`src/include/ffm_pkg.sv`:
```
// Shared constants for the freefall and motion event detector.
// Assumes a 50 MHz system clock and 10-bit two's complement axis samples.
package ffm_pkg;

  // Register offsets on the register port
  localparam logic [7:0] ADDR_CFG = 8'h15;
  localparam logic [7:0] ADDR_SRC = 8'h16;
  localparam logic [7:0] ADDR_THS = 8'h17;
  localparam logic [7:0] ADDR_CNT = 8'h18;

  // Field positions
  localparam int CFG_LATCH_BIT = 7;
  localparam int CFG_COMBINE_BIT = 6;
  localparam int CFG_Z_EN_BIT = 5;
  localparam int CFG_Y_EN_BIT = 4;
  localparam int CFG_X_EN_BIT = 3;
  localparam int SRC_ACTIVE_BIT = 7;
  localparam int THS_MODE_BIT = 7;
  localparam int THS_MSB = 6;

  // Reset values
  localparam logic [7:0] CFG_RESET = 8'h00;
  localparam logic [7:0] THS_RESET = 8'h00;
  localparam logic [7:0] CNT_RESET = 8'h00;
  localparam logic [7:0] SRC_RESET = 8'h00;

  // Widths
  localparam int SAMPLE_W = 10;
  localparam int THS_W = 7;
  localparam int MAG_W = 11;

  // Timing: the debounce step is a whole multiple of the 1.25 ms base step
  localparam int unsigned CLK_PERIOD_NS = 20;
  localparam int unsigned BASE_STEP_NS = 1250000;
  localparam int unsigned BASE_STEP_CYCLES = BASE_STEP_NS / CLK_PERIOD_NS;

  // Step period in units of the base step
  localparam logic [7:0] STEP_X1 = 8'h01;
  localparam logic [7:0] STEP_X2 = 8'h02;
  localparam logic [7:0] STEP_X4 = 8'h04;
  localparam logic [7:0] STEP_X8 = 8'h08;
  localparam logic [7:0] STEP_X16 = 8'h10;
  localparam logic [7:0] STEP_X64 = 8'h40;
  localparam logic [7:0] STEP_X128 = 8'h80;

  // Threshold alignment: left shift from a threshold count to sample LSBs per range
  localparam logic [2:0] SHIFT_2G = 3'h4;
  localparam logic [2:0] SHIFT_4G = 3'h3;
  localparam logic [2:0] SHIFT_8G = 3'h2;

  typedef enum logic [1:0] {
    OSM_NORMAL = 2'h0,
    OSM_LOW_NOISE = 2'h1,
    OSM_HIGH_RES = 2'h2,
    OSM_LOW_POWER = 2'h3
  } ffm_osm_e;

  typedef enum logic [1:0] {
    RANGE_2G = 2'h0,
    RANGE_4G = 2'h1,
    RANGE_8G = 2'h2,
    RANGE_RSVD = 2'h3
  } ffm_range_e;

endpackage

```
`src/ffm_axis_compare.sv`:
```
// One axis magnitude comparator for the event detector.
// Assumes the sample is a signed 10-bit value at the selected full scale.
`timescale 1ns/1ps
module ffm_axis_compare (
  input wire logic [ffm_pkg::SAMPLE_W-1:0] sample,
  input wire logic [ffm_pkg::THS_W-1:0] threshold,
  input wire ffm_pkg::ffm_range_e range_sel,
  output logic above,
  output logic negative
);
  logic [ffm_pkg::MAG_W-1:0] mag;
  logic [ffm_pkg::MAG_W-1:0] limit;
  logic [2:0] shift;

  always_comb begin
    negative = sample[ffm_pkg::SAMPLE_W-1];
    // -512 folds to 512, which still fits the unsigned field
    mag = {1'b0, negative ? ffm_pkg::SAMPLE_W'(~sample + 1'b1) : sample};
    unique case (range_sel)
      ffm_pkg::RANGE_2G: shift = ffm_pkg::SHIFT_2G;
      ffm_pkg::RANGE_4G: shift = ffm_pkg::SHIFT_4G;
      default: shift = ffm_pkg::SHIFT_8G;
    endcase
    // Threshold is always 8 g scaled, so align it to the sample scale
    limit = ffm_pkg::MAG_W'({4'h0, threshold} << shift);
    above = mag > limit;
  end
endmodule

```
`src/ffm_detector.sv`:
```
// Freefall and motion event detector with its four registers.
// Assumes a register port already decoded from the serial host interface,
// and axis samples that are steady between output-data-rate updates.
//
// Notes on behaviour
// Active flag, source bit 7, sets when debounced axis combination holds.
// Interrupt is active flag gated by enable, routed by route bit.
// Motion: axis true when magnitude strictly above threshold.
// Freefall: true only when all enabled magnitudes at or below threshold.
// Source register 0x16 read-only: active, zero, Z/Y/X event and sign.
// Axis event and sign read zero while that axis is disabled.
// Sign flag: 0 positive, 1 negative, reset 0.
// Threshold 0x17 bits 6..0, unsigned 7-bit, shared, reset zero.
// Threshold 0.063 g per count, compared on 8 g scale always.
// Mode bit set: counter cleared on any step without the condition.
// Mode bit clear: counter decremented on false steps, stops at zero.
// Count register 0x18, 8-bit read-write, reset zero.
// Event flag set when internal counter equals count register.
// Counter saturates at the count register value.
// Counter step period follows data rate and oversampling mode.
// Combination select 0 gives AND (freefall), 1 gives OR (motion).
// Latch enabled: flags freeze on active; source read clears them.
// Only axes with their detect enable set take part.
// Counter increments once per step while condition holds.
`timescale 1ns/1ps
module ffm_detector #(
  parameter int unsigned BASE_STEP_CYCLES = ffm_pkg::BASE_STEP_CYCLES
) (
  input wire logic clk,
  input wire logic rst,
  input wire logic ce,
  input wire logic [7:0] reg_addr,
  input wire logic reg_wr_en,
  input wire logic [7:0] reg_wdata,
  input wire logic reg_rd_en,
  output logic [7:0] reg_rdata,
  input wire logic [ffm_pkg::SAMPLE_W-1:0] x_sample,
  input wire logic [ffm_pkg::SAMPLE_W-1:0] y_sample,
  input wire logic [ffm_pkg::SAMPLE_W-1:0] z_sample,
  input wire logic [1:0] full_scale_sel,
  input wire logic [2:0] output_sample_rate,
  input wire logic [1:0] oversampling_mode,
  input wire logic motion_interrupt_enable,
  input wire logic motion_interrupt_route,
  output logic int1_out,
  output logic int2_out,
  output logic event_active_flag
);
  localparam int BW = $clog2(BASE_STEP_CYCLES + 1);
  localparam logic [BW-1:0] BASE_LAST = BW'(BASE_STEP_CYCLES - 1);

  typedef struct packed {
    logic [7:0] cfg_r;
    logic [7:0] ths_r;
    logic [7:0] count_r;
    logic [7:0] dbc_r;
    logic active_r;
    logic [5:0] flags_r;
    logic [BW-1:0] base_r;
    logic [7:0] mult_r;
    logic [7:0] rdata_r;
    logic int1_r;
    logic int2_r;
  } ffm_state_s;

  ffm_state_s st_r;
  ffm_state_s st_nxt;

  logic [2:0] axis_above;
  logic [2:0] axis_neg;
  logic [2:0] axis_en;
  logic [ffm_pkg::THS_W-1:0] threshold;
  ffm_pkg::ffm_range_e range_sel;

  assign range_sel = ffm_pkg::ffm_range_e'(full_scale_sel);
  assign threshold = st_r.ths_r[ffm_pkg::THS_MSB:0];
  assign axis_en = {st_r.cfg_r[ffm_pkg::CFG_Z_EN_BIT],
                    st_r.cfg_r[ffm_pkg::CFG_Y_EN_BIT],
                    st_r.cfg_r[ffm_pkg::CFG_X_EN_BIT]};

  ffm_axis_compare u_cmp_x (
    .sample(x_sample),
    .threshold(threshold),
    .range_sel(range_sel),
    .above(axis_above[0]),
    .negative(axis_neg[0])
  );

  ffm_axis_compare u_cmp_y (
    .sample(y_sample),
    .threshold(threshold),
    .range_sel(range_sel),
    .above(axis_above[1]),
    .negative(axis_neg[1])
  );

  ffm_axis_compare u_cmp_z (
    .sample(z_sample),
    .threshold(threshold),
    .range_sel(range_sel),
    .above(axis_above[2]),
    .negative(axis_neg[2])
  );

  // Base steps per debounce step, by data rate and oversampling mode
  function automatic logic [7:0] step_mult(input logic [2:0] rate,
                                           input logic [1:0] mode);
    logic [7:0] m;
    m = ffm_pkg::STEP_X1;
    unique case (rate)
      3'h0: m = ffm_pkg::STEP_X1;
      3'h1: m = ffm_pkg::STEP_X2;
      3'h2: m = ffm_pkg::STEP_X4;
      3'h3: m = ffm_pkg::STEP_X8;
      3'h4: m = ffm_pkg::STEP_X16;
      3'h5: m = ffm_pkg::STEP_X64;
      default: m = (mode == ffm_pkg::OSM_LOW_POWER) ?
                   ffm_pkg::STEP_X128 : ffm_pkg::STEP_X64;
    endcase
    // Normal mode stops at 20 ms, high resolution at 2.5 ms
    if (mode == ffm_pkg::OSM_NORMAL && rate > 3'h4) begin
      m = ffm_pkg::STEP_X16;
    end
    if (mode == ffm_pkg::OSM_HIGH_RES && rate != 3'h0) begin
      m = ffm_pkg::STEP_X2;
    end
    return m;
  endfunction

  always_comb begin
    logic base_tick;
    logic step_tick;
    logic [7:0] mult_last;
    logic latch_en;
    logic motion_sel;
    logic cond;
    logic [5:0] live_flags;
    logic [7:0] src_view;
    logic src_clear;
    st_nxt = st_r;
    base_tick = 1'b0;
    step_tick = 1'b0;
    mult_last = step_mult(output_sample_rate, oversampling_mode) - 8'h01;
    latch_en = st_r.cfg_r[ffm_pkg::CFG_LATCH_BIT];
    motion_sel = st_r.cfg_r[ffm_pkg::CFG_COMBINE_BIT];
    cond = 1'b0;
    live_flags = 6'h00;
    src_view = 8'h00;
    src_clear = 1'b0;

    // Step timer; a rate change mid-step wraps at the new length
    if (st_r.base_r >= BASE_LAST) begin
      st_nxt.base_r = '0;
      base_tick = 1'b1;
    end else begin
      st_nxt.base_r = st_r.base_r + 1'b1;
    end
    if (base_tick) begin
      if (st_r.mult_r >= mult_last) begin
        st_nxt.mult_r = 8'h00;
        step_tick = 1'b1;
      end else begin
        st_nxt.mult_r = st_r.mult_r + 8'h01;
      end
    end

    // Per-axis status pairs, zero for disabled axes
    for (int i = 0; i < 3; i++) begin
      live_flags[2*i+1] = axis_en[i] & axis_above[i];
      live_flags[2*i] = axis_en[i] & axis_above[i] & axis_neg[i];
    end

    // Axis combination over enabled axes only
    if (motion_sel) begin
      cond = |(axis_en & axis_above);
    end else begin
      cond = (axis_en != 3'h0) && ((axis_en & axis_above) == 3'h0);
    end

    // Source view with enables applied at read time as well
    src_view[ffm_pkg::SRC_ACTIVE_BIT] = st_r.active_r;
    for (int i = 0; i < 3; i++) begin
      src_view[2*i+1] = st_r.flags_r[2*i+1] & axis_en[i];
      src_view[2*i] = st_r.flags_r[2*i] & axis_en[i];
    end

    // Register reads: data appears one cycle after the strobe
    if (reg_rd_en) begin
      unique case (reg_addr)
        ffm_pkg::ADDR_CFG: st_nxt.rdata_r = {st_r.cfg_r[7:3], 3'h0};
        ffm_pkg::ADDR_SRC: st_nxt.rdata_r = src_view;
        ffm_pkg::ADDR_THS: st_nxt.rdata_r = st_r.ths_r;
        ffm_pkg::ADDR_CNT: st_nxt.rdata_r = st_r.count_r;
        default: st_nxt.rdata_r = 8'h00;
      endcase
      src_clear = latch_en && (reg_addr == ffm_pkg::ADDR_SRC);
    end

    // Register writes; the source register ignores writes
    if (reg_wr_en) begin
      unique case (reg_addr)
        ffm_pkg::ADDR_CFG: st_nxt.cfg_r = {reg_wdata[7:3], 3'h0};
        ffm_pkg::ADDR_THS: st_nxt.ths_r = reg_wdata;
        ffm_pkg::ADDR_CNT: st_nxt.count_r = reg_wdata;
        default: st_nxt.cfg_r = st_r.cfg_r;
      endcase
    end

    // Latched read clear comes first so a same-step event still sets
    if (src_clear) begin
      st_nxt.active_r = 1'b0;
      st_nxt.flags_r = 6'h00;
      st_nxt.dbc_r = 8'h00;
    end

    if (step_tick) begin
      if (cond) begin
        if (st_nxt.dbc_r < st_r.count_r) begin
          st_nxt.dbc_r = st_nxt.dbc_r + 8'h01;
        end else begin
          st_nxt.dbc_r = st_r.count_r;
        end
      end else if (st_r.ths_r[ffm_pkg::THS_MODE_BIT]) begin
        st_nxt.dbc_r = 8'h00;
      end else if (st_nxt.dbc_r != 8'h00) begin
        st_nxt.dbc_r = st_nxt.dbc_r - 8'h01;
      end

      if (latch_en) begin
        // Held until the source register is read
        if (cond && st_nxt.dbc_r == st_r.count_r) begin
          st_nxt.active_r = 1'b1;
        end
        if (!st_nxt.active_r || !st_r.active_r || src_clear) begin
          st_nxt.flags_r = live_flags;
        end
      end else begin
        // Live mode: a decrementing counter holds the flag off the edge
        if (cond) begin
          st_nxt.active_r = st_nxt.dbc_r == st_r.count_r;
        end else begin
          st_nxt.active_r = st_r.active_r && st_nxt.dbc_r != 8'h00;
        end
        st_nxt.flags_r = live_flags;
      end
    end

    st_nxt.int1_r = st_nxt.active_r & motion_interrupt_enable &
                    motion_interrupt_route;
    st_nxt.int2_r = st_nxt.active_r & motion_interrupt_enable &
                    ~motion_interrupt_route;
  end

  always_ff @(posedge clk) begin
    if (rst) begin
      st_r <= '{cfg_r: ffm_pkg::CFG_RESET,
                ths_r: ffm_pkg::THS_RESET,
                count_r: ffm_pkg::CNT_RESET,
                dbc_r: 8'h00,
                active_r: 1'b0,
                flags_r: 6'h00,
                base_r: '0,
                mult_r: 8'h00,
                rdata_r: ffm_pkg::SRC_RESET,
                int1_r: 1'b0,
                int2_r: 1'b0};
    end else if (ce) begin
      st_r <= st_nxt;
    end
  end

  assign reg_rdata = st_r.rdata_r;
  assign int1_out = st_r.int1_r;
  assign int2_out = st_r.int2_r;
  assign event_active_flag = st_r.active_r;

endmodule

```
`config.mk`:
```
export PLATFORM = sky130hd
export DESIGN_NAME = ffm_detector
export DESIGN_NICKNAME = d
export VERILOG_FILES = /design/src/include/ffm_pkg.sv /design/src/ffm_axis_compare.sv /design/src/ffm_detector.sv
export SDC_FILE = /design/constraint.sdc
export NUM_CORES = 1
export LEC_CHECK = 0
export BUFFER_PORTS_ARGS = -buffer_cell sky130_fd_sc_hd__buf_2
export CAP_MARGIN = 20
export CORE_MARGIN = 2
export CORE_UTILIZATION = 61
export CTS_BUF_LIST = sky130_fd_sc_hd__clkbuf_2
export DETAILED_ROUTE_END_ITERATION = 8
export GPL_ROUTABILITY_DRIVEN = 1
export PLACE_DENSITY = 0.83
export SETUP_SLACK_MARGIN = 0.4
export SYNTH_ARGS = -nofsm -noshare
export SYNTH_HDL_FRONTEND = slang
export SYNTH_SLANG_ARGS = --single-unit
```
`constraint.sdc`:
```
create_clock -name clk -period 5.1 [get_ports clk]
set_input_delay 0.255 -clock clk [delete_from_list [all_inputs] [get_ports clk]]
set_output_delay 0.255 -clock clk [all_outputs]
set_load 0.1 [all_outputs]
```
==> out/metrics.cfg, run 1 <==
[status]
status=finished clean

[power_and_ir_drop]
seqPwrFrac_pct=51.7
vdd_drop_max_mv=0.148
p_sw_mw=0.315
pwr-share-clk_pct=29.8
p_int_mw=0.753
cellLeakagePower_nw=2.72
p_sw_share_pct=29.5
power_frac_comb_pct=18.5
power_density_nw_per_um2=167

[final_layout]
num_antenna_cells=0
n_fill_cell=775
fin_util_pct=68.8
drive_above_1_share_pct=13.8
final_cell_area_um2=6390
syn_to_final_growth_pct=9.38
layout.area.seq_um2=1400
multi_input_area_um2=4140
fin_cells=939
fin_nets=913

[timing]
fin_crit_ns=4.29
rsz0062_at_grt=no
hold_ws_ns=0.0971
report.final.setup_viol=0
drv_slew=0
fin_crit_sh_pct=84.1
max_slew_margin_pct=30.1
worstMarginPinSlew_ns=1.04
fmaxAchievable_mhz=233
skew_ns=0.0244
finalHoldViolations=0
tns_ns=0

[placement]
dp_cells=914
dp_hpwl_mm=11.8
dpl_cell_area_um2=6190
io_buffers=70
routabilityCongestion=1.02

[worst_hold_path]
hp-start=reg_rd_en
hold_class=in -> reg
holdPathStages=3
hold_end=reg_rdata[2]

[clock_tree]
post_cts_resize_count=0
clock_latency_ns=0.54
htreeDepth=3
cts.path.max_buffers=2
numCtsBuffers=9
clk_pin_slew_worst_paths_ns=0.20
cts_tree=built
clock-sinks=70
root_buffer=clkbuf_2
cts_post_setup_buffers_inserted=0

[yosys]
synth-main-ff-cell=dfxtp_1
syn_area_um2=5840
ys_types=80
synth-edff-count=0
ys_warn_count=0
synthCells=747
avgSynthCellArea_um2=7.82
ys_seq_elements=70
async_flop_share_pct=0
synth_seq_area_share_pct=24.0

[critical_path]
r2r_end=event_active_flag
critPathArrivalTime_ns=4.67
crit_type=reg -> reg
critPathLaunchType=register
required_ns=5.48
reg2reg_slack_ns=0.81
crit_path_end_kind=register
r2r-start=st_r[62]
cp_max_fo=9
r2r_cells=17

[floorplan]
core_um2=9280
start_util_pct=62.9
io_pins=71
die_x_um=102
fp.dieH_um=102
dieArea_um2=10400
rows=35

[grt]
grt_pass1_vias=5416
antenna_found_initial=0
overflow=0
track_usage_pct=30.0
grt_max_degree=52
grt_pass1_wl_mm=24.9

[routing]
first_pass_iters=7
drt-initial-drc-count=530
ant_nets=0
num_vias=5780
routed_wl_mm=15.3
vias_per_cell=6.16
drc=0
wl_per_cell_um=16.3

[job]
maxCapViolCount=0

==> cells by family (layout without fill, tap and decap cells) <==
kind of cell,count (synthesis),after routing,synth area share [%]
AOI/OAI and AO/OA,163,163,19.6
buffers and inverters,73,131,5.53
xor gates and xnor gates,58,58,8.83
other,2,7,0.129
and+or+nand+nor,291,291,24.1
adders and majority gates,49,49,10.5
DFF,70,70,24.0
muxes,41,41,7.31
==> flip-flops by register name, summed over array words and instances, names as in the netlist <==
name,cells
axis_en,3
event_active_flag,1
int1_out,1
int2_out,1
reg_rdata,8
st_r,56
==> power by group through the flow <==
stage                     sequential [mW]  clock, mW  combinational [mW]
final                               0.552      0.318               0.198
after detailed placement            0.563          0               0.188
after CTS                           0.552      0.321               0.195
after global placement              0.563          0               0.178
after global routing                0.553      0.344               0.221
after floorplan                     0.563          0               0.129
==> how the worst max path moves through the flow <==
stage                           start  cells after the start  slack [ns]                 to
after floorplan           x_sample[5]                     17        0.86           int1_out
after global placement    x_sample[5]                     17        0.64           int2_out
after detailed placement  x_sample[5]                     17        0.53           int2_out
after CTS                    st_r[61]                     17        0.94           int2_out
after global routing         st_r[61]                     17        0.51  event_active_flag
final                        st_r[62]                     17        0.81  event_active_flag
==> cell usage after synthesis, types with 6 or more instances <==
| master | n | share of area, % |
|---|---|---|
| nor2_1 | 105 | 6.7 |
| dfxtp_1 | 70 | 24 |
| nand2_1 | 67 | 4.3 |
| ha_1 | 48 | 10 |
| a21oi_1 | 35 | 3.0 |
| inv_1 | 34 | 2.2 |
| mux2i_1 | 34 | 5.8 |
| xnor2_1 | 34 | 5.1 |
| a22oi_1 | 27 | 3.5 |
| nand3_1 | 27 | 2.3 |
| o21ai_0 | 27 | 2.3 |
| clkbuf_1 | 26 | 1.7 |
| xor2_1 | 23 | 3.4 |
| nor3_1 | 14 | 1.2 |
| nand2b_1 | 12 | 1.3 |
| a21o_1 | 11 | 1.4 |
| and3_1 | 11 | 1.2 |
| buf_4 | 8 | 1.0 |
| nand4_1 | 8 | 0.86 |
| and2_1 | 7 | 0.75 |
| o211ai_1 | 6 | 0.77 |
| o31ai_1 | 6 | 0.77 |
==> worst max-delay path, stage by stage, from the launching register on <==
cell	delay, ns
dfxtp_1	0.40
mux2i_1	0.15
nor2_1	0.05
a21oi_1	0.44
ha_1	0.36
a21o_1	0.19
a21oi_1	0.18
nor2_1	0.08
a311oi_1	0.29
o221ai_1	0.18
o2111ai_2	0.15
and3_4	0.26
mux2_4	0.37
mux2_2	0.30
nor4_1	0.30
nand2_1	0.15
a21oi_1	0.17
a211oi_1	0.10
==> metal layers <==
layer	vias to the layer above	part of all wire [%]	global-route usage (%)
li1	2777	-	-
met2	281	46	47.5
met5	-	0	0
met1	2675	44	40.3
met4	0	2.6	10.7
met3	47	7.9	6.98
==> through the flow <==
| step | setup WS [ns] | total power [mW] |
|---|---|---|
| final | 0.810 | 1.07 |
| after global routing | 0.512 | 1.12 |
| after CTS | 0.936 | 1.07 |
| after detailed placement | 0.530 | 0.752 |
| after global placement | 0.636 | 0.741 |
| after floorplan | 0.860 | 0.692 |
==> area by class of cell <==
| class | count | area share [%] |
|---|---|---|
| multi-input cells | 609 | 64.7 |
| clock buffers | 12 | 0.940 |
| flip-flops and latches | 70 | 21.9 |
| clock inverters | 4 | 0.744 |
| inverters | 34 | 2.00 |
| repair buffers | 81 | 7.13 |
| well taps | 129 | 2.53 |
==> layout by cell type (no fill, tap or decap), types with 27 or more instances in the layout <==
cell / n
dfxtp_1: 70
inv_1: 34
buf_2: 70
o21ai_0: 27
ha_1: 48
nor2_1: 105
a22oi_1: 27
nand3_1: 27
xnor2_1: 34
mux2i_1: 34
a21oi_1: 35
nand2_1: 67
==> repair_timing <==
item / in CTS / in global routing
hold buffers: 9 / 0
endpoints found under the hold margin: 23 / 0
endpoints found under the setup margin: 0 / 0
Power figures use the tool's default switching activity.
==> run 2, diff against run 1 <==
ABC_AREA = 1   (was unset)
clock period = 4.4 ns   (was 5.1 ns; I/O delays follow)
==> out/metrics.cfg, run 2 <==
[timing]
rsz0062_at_grt=no
skew_ns=0.0346  ; +0.0102 ns
worstMarginPinSlew_ns=0.740  ; -0.301 ns
finalHoldViolations=0  ; unchanged
hold_ws_ns=0.111  ; +0.0135 ns
fin_crit_ns=3.75  ; -0.542 ns
fin_crit_sh_pct=85.2  ; +1.1 points
tns_ns=0  ; unchanged
drv_slew=0  ; unchanged
layout_setup_ws_ns=0.652  ; -0.158 ns
fmaxAchievable_mhz=267  ; +14%
max_slew_margin_pct=50.3  ; +20 points
report.final.setup_viol=0  ; unchanged

[grt]
grt_pass1_wl_mm=27.9  ; +12%
overflow=0  ; unchanged
grt_pass1_vias=5873  ; +8.4%
track_usage_pct=31.3  ; +1.3 points
antenna_found_initial=0  ; unchanged
grt_max_degree=40  ; -23%

[floorplan]
io_pins=71  ; unchanged
start_util_pct=62.5  ; -0.39 points
fp.dieH_um=104  ; +1.7%
die_x_um=104  ; +1.7%
rows=36  ; +2.9%
core_um2=9680  ; +4.3%
dieArea_um2=10700  ; +3.5%

[critical_path]
critPathArrivalTime_ns=4.24  ; -0.43 ns
cp_max_fo=5  ; -4
crit_path_end_kind=register
crit_type=reg -> reg
critPathLaunchType=register
required_ns=4.89  ; -0.59 ns

[yosys]
async_flop_share_pct=0  ; unchanged
synth-edff-count=0  ; unchanged
synthMostInstantiatedCell=nand2_1
avgSynthCellArea_um2=6.31  ; -19%
synthTopCellsByCount=nand2_1, inv_1, nor2_1
ys_seq_elements=70  ; unchanged
ys_types=46  ; -43%
synth.area.top_cells=dfxtp_1, nand2_1, ha_1
yosys.area.top_type=dfxtp_1
synthCells=959  ; +28%
synth_top_area_share_pct=23.1  ; -0.85 points
synth-main-ff-cell=dfxtp_1
synth_seq_area_share_pct=23.1  ; -0.85 points
ys_warn_count=0  ; unchanged
syn_area_um2=6050  ; +3.7%

[final_layout]
num_antenna_cells=0  ; unchanged
final_cell_mix=nand2_1, inv_1, nor2_1
fin_nets=1147  ; +26%
regMostFlops=st_r
layout.area.seq_um2=1410  ; +0.27%
final_cell_area_um2=6830  ; +6.9%
final_common_cell=nand2_1
largest_reg_flops=56  ; unchanged
multi_input_area_um2=4160  ; +0.70%
drive_above_1_share_pct=14.7  ; +0.83 points
n_fill_cell=883  ; +14%
syn_to_final_growth_pct=12.8

[clock_tree]
root_buffer=clkbuf_2
clock_latency_ns=0.58  ; +0.04 ns
clk_pin_slew_worst_paths_ns=0.22  ; +0.02 ns
cts.path.max_buffers=2  ; unchanged
clock-sinks=70  ; unchanged
numCtsBuffers=9  ; unchanged
htreeDepth=3  ; unchanged
cts_tree=built

[power_and_ir_drop]
total_power_mw=1.30  ; +22%
cellLeakagePower_nw=3.11  ; +14%
power_density_nw_per_um2=191  ; +14%
vdd_drop_max_mv=0.143  ; -3.5%

[placement]
dpl_cell_area_um2=6460  ; +4.4%
dp_hpwl_mm=12.7  ; +7.7%
routabilityCongestion=0.967  ; -5.6%
dp_slack_ns=0.901  ; +0.371 ns
io_buffers=70  ; unchanged

[routing]
vias_per_cell=5.72  ; -7.1%
drc=0  ; unchanged
wl_per_cell_um=14.5  ; -11%
drt-initial-drc-count=711  ; +34%
num_vias=6727  ; +16%
first_pass_iters=7  ; unchanged
ant_nets=0  ; unchanged
routed_wl_mm=17.1  ; +11%

[status]
status=finished clean

[job]
maxCapViolCount=0  ; unchanged

[worst_hold_path]
hold_class=in -> reg

run 2: changes by cell type after synthesis, sizes merged, moves of 34 or more:
cell and delta:
a21oi +34, inv +86, mux2i -34, nand2 +186, nand3 +55
run 2: worst max-delay path, cell delays in order (launching register included):
cell,delay [ns]
dfxtp_1,0.36
inv_1,0.09
o22ai_1,0.25
a21oi_2,0.11
ha_1,0.34
nand3_1,0.08
nor3_1,0.17
nand2_1,0.07
nor2_1,0.14
a21oi_2,0.09
nand2_2,0.15
nand4_4,0.22
buf_4,0.21
nand3_1,0.07
nand2_1,0.11
nand2_1,0.08
nand2_1,0.05
inv_1,0.04
nand2_1,0.05
nor2_1,0.09
nand2_1,0.07
nand2_2,0.09
nand4_1,0.07
dlygate4sd3_1,0.56
a21oi_1,0.12
run 2: path summary, 6_finish.rpt:
check	cells past startpoint	endpoint	slack [ns]	startpoint
min reg2reg	2	st_r[36]	0.48	st_r[36]
min	3	st_r[34]	0.11	ce
max reg2reg	24	int1_out	0.65	st_r[62]
max	24	int1_out	0.65	st_r[62]
run 2: logic make-up (layout without fill, tap and decap cells):
| logic type | Yosys count | count (layout) | synth area share (%) |
|---|---|---|---|
| flops | 70 | 70 | 23.1 |
| other cells | 2 | 7 | 0.124 |
| simple gates | 486 | 489 | 35.9 |
| xor+xnor | 35 | 35 | 5.06 |
| compound gates | 167 | 167 | 15.8 |
| buf+inv | 151 | 228 | 10.1 |
| fa+ha+maj | 48 | 48 | 9.92 |
run 2: where the power goes:
| group | switching, mW | total (mW) | internal, mW |
|---|---|---|---|
| logic | 0.157 | 0.257 | 0.100 |
| clock network | 0.273 | 0.405 | 0.133 |
| registers | 0.00263 | 0.641 | 0.638 |
| total | 0.432 | 1.30 | 0.871 |
run 2: area by class of cell:
cell class / instances / share of cell area [%]
Multi-Input combinational cell: 746 / 61.0
Sequential cell: 70 / 20.6
Timing Repair Buffer: 88 / 7.51
Inverter: 124 / 6.81
Tap cell: 133 / 2.44
Clock inverter: 7 / 1.06
Clock buffer: 9 / 0.659
run 2: metrics by stage:
step	util, %	cells
3_5_place_dp	66.7	1142
6_report	70.5	1177
3_3_place_gp	66.7	1142
2_1_floorplan	-	964
4_1_cts	69.1	1169
5_1_grt	70.5	1177
run 2: layer usage:
layer	share of wire (%)	global-route usage, %	routed length [um]
met1	43	43.7	7310
met2	44	50.2	7530
met3	11	7.43	1910
met4	1.8	5.50	303
met5	0	0	0
run 2: what timing repair did:
item,CTS,global route
resized for setup,0,19
hold buffers,11,0
hold endpoints to repair,21,0
setup endpoints to repair,0,1
setup buffers,0,5
==> run 3, diff against run 2 <==
CORE_MARGIN = 10   (was 2)
CORE_UTILIZATION = 60   (was 61)
CTS_BUF_LIST = unset   (was sky130_fd_sc_hd__clkbuf_2)
PLACE_DENSITY = 0.82   (was 0.83)
==> out/metrics.cfg, run 3 (same netlist as run 2, synthesis figures left out) <==
[status]
status=finished clean

[timing]
hold_ws_ns=0.150  ; +0.0398 ns
tns_ns=0  ; unchanged
worstMarginPinSlew_ns=0.786  ; +0.0465 ns
fin_crit_sh_pct=77.8  ; -7.4 points
finalHoldViolations=0  ; unchanged
report.final.setup_viol=0  ; unchanged
skew_ns=0.0112  ; -0.0234 ns
drv_slew=0  ; unchanged
max_slew_margin_pct=47.6  ; -2.7 points
fin_crit_ns=3.42  ; -0.325 ns
fmaxAchievable_mhz=292  ; +9.5%
rsz0062_at_grt=no

[grt]
grt_pass1_wl_mm=28.0  ; +0.59%
grt_use_met3_pct=5.12  ; -2.3 points
grt_pass1_vias=5770  ; -1.8%
antenna_found_initial=0  ; unchanged
track_usage_pct=23.2  ; -8.2 points
busiest_layer=met2
grt_use_met1_pct=31.7  ; -12 points
met2_usage_pct=35.6  ; -15 points
overflow=0  ; unchanged
grt_max_degree=40  ; unchanged

[floorplan]
die_x_um=120  ; +16%
start_util_pct=61.7  ; -0.86 points
io_pins=71  ; unchanged
rows=36  ; unchanged
fp.dieH_um=120  ; +16%
dieArea_um2=14500  ; +35%
core_um2=9820  ; +1.4%

[worst_hold_path]
hold_class=in -> reg

[placement]
io_buffers=70  ; unchanged
dpl_cell_area_um2=6470  ; +0.12%
dp_cells=1143  ; +0.088%
dp_hpwl_mm=13.5  ; +6.6%
routabilityCongestion=0.970  ; +0.36%

[final_layout]
final_cell_mix=nand2_1, inv_1, nor2_1
fin_cells=1159  ; -1.5%
final_cell_area_um2=6680  ; -2.3%
fin_util_pct=68.0  ; -2.6 points
num_antenna_cells=0  ; unchanged
largest_reg_flops=56  ; unchanged
drive_above_1_share_pct=12.8  ; -1.9 points
regMostFlops=st_r
fin_nets=1129  ; -1.6%
final_common_cell=nand2_1
syn_to_final_growth_pct=10.3

[clock_tree]
post_cts_resize_count=0  ; unchanged
numCtsBuffers=9  ; unchanged
clock_latency_ns=0.37  ; -0.21 ns
cts.path.max_buffers=2  ; unchanged
clock-sinks=70  ; unchanged
cts_tree=built
cts_post_setup_buffers_inserted=0  ; unchanged
clk_pin_slew_worst_paths_ns=0.08  ; -0.14 ns
cts_hold_buf=0  ; -11
htreeDepth=3  ; unchanged
root_buffer=clkbuf_8

[critical_path]
required_ns=4.69  ; -0.20 ns
crit_path_end_kind=register
cp_max_fo=11  ; +6
crit_type=reg -> reg
critPathArrivalTime_ns=3.71  ; -0.53 ns
critPathLaunchType=register

[routing]
routed_wl_mm=17.3  ; +1.5%
num_vias=6564  ; -2.4%
wl_per_cell_um=14.9  ; +3.0%
drc=0  ; unchanged
ant_nets=0  ; unchanged
vias_per_cell=5.66  ; -0.91%
first_pass_iters=6  ; -1
drt-initial-drc-count=661  ; -7.0%

[power_and_ir_drop]
vdd_drop_max_mv=0.217  ; +52%
power_density_nw_per_um2=216  ; +13%
cellLeakagePower_nw=3.06  ; -1.5%

[job]
maxCapViolCount=0  ; unchanged

==> run 3: cell types whose count changed in the layout (fill, tap and decap cells not counted), moves of 3 or more <==
| cell | change |
|---|---|
| nand2_1 | +5 |
| a21oi_1 | +3 |
| clkbuf_2 | -9 |
| clkbuf_8 | +10 |
| dfxtp_1 | +3 |
| nand2_2 | -5 |
| dlygate4sd3_1 | -11 |
| dfxtp_2 | -3 |
| a21oi_2 | -3 |
| buf_4 | -4 |
==> run 3: worst max-delay path, cell delays in order (launching register included) <==
cell     delay [ns]
dfxtp_1        0.36
inv_1          0.10
o22ai_1        0.40
inv_1          0.15
ha_1           0.33
nand3_1        0.07
nor3_1         0.18
nand2_1        0.08
nor2_1         0.13
a21oi_2        0.08
nand2_2        0.12
nand4_4        0.18
nand2_2        0.25
nand2_1        0.11
nand2_1        0.11
nand2_1        0.06
nand2_1        0.06
nand3_1        0.06
nor2_1         0.14
nand2_1        0.08
nand2_2        0.09
nand4_1        0.07
a21oi_1        0.12
==> run 3: cell type report <==
class	count	area, um2
tap	133	166
fill	949	3140
timing repair buffer	73	373
sequential	70	1400
multi-input combinational	743	4060
clock buffer	10	138
clock inverter	6	68.8
inverter	124	465
==> run 3: path summary, 6_finish.rpt <==
path	start	endpoint	slack [ns]	cells past startpoint
max	st_r[58]	int1_out	0.98	22
min	motion_interrupt_enable	int2_out	0.15	3
max reg2reg	st_r[58]	int1_out	0.98	22
min reg2reg	st_r[37]	st_r[37]	0.47	2
==> run 3: metal layers <==
| metal | routed length, um | share of wire (%) | vias to the layer above |
|---|---|---|---|
| li1 | - | - | 3308 |
| met1 | 7970 | 46 | 2958 |
| met2 | 7530 | 43 | 271 |
| met3 | 1580 | 9.1 | 27 |
| met4 | 233 | 1.3 | 0 |
| met5 | 0 | 0 | - |
==> run 3: report_power, final <==
part           total [mW]  leakage, nW  internal (mW)  switching [mW]
clock network       0.555        0.103          0.280           0.275
registers           0.638        0.564          0.635         0.00282
logic               0.247         2.40         0.0934           0.153
==> run 3: per-stage QoR <==
| stage | power, mW | setup slack, ns |
|---|---|---|
| after global placement | 0.892 | 0.926 |
| after detailed placement | 0.896 | 0.939 |
| after floorplan | 0.820 | 1.17 |
| after global routing | 1.50 | 0.688 |
| final | 1.44 | 0.977 |
| after CTS | 1.44 | 1.08 |
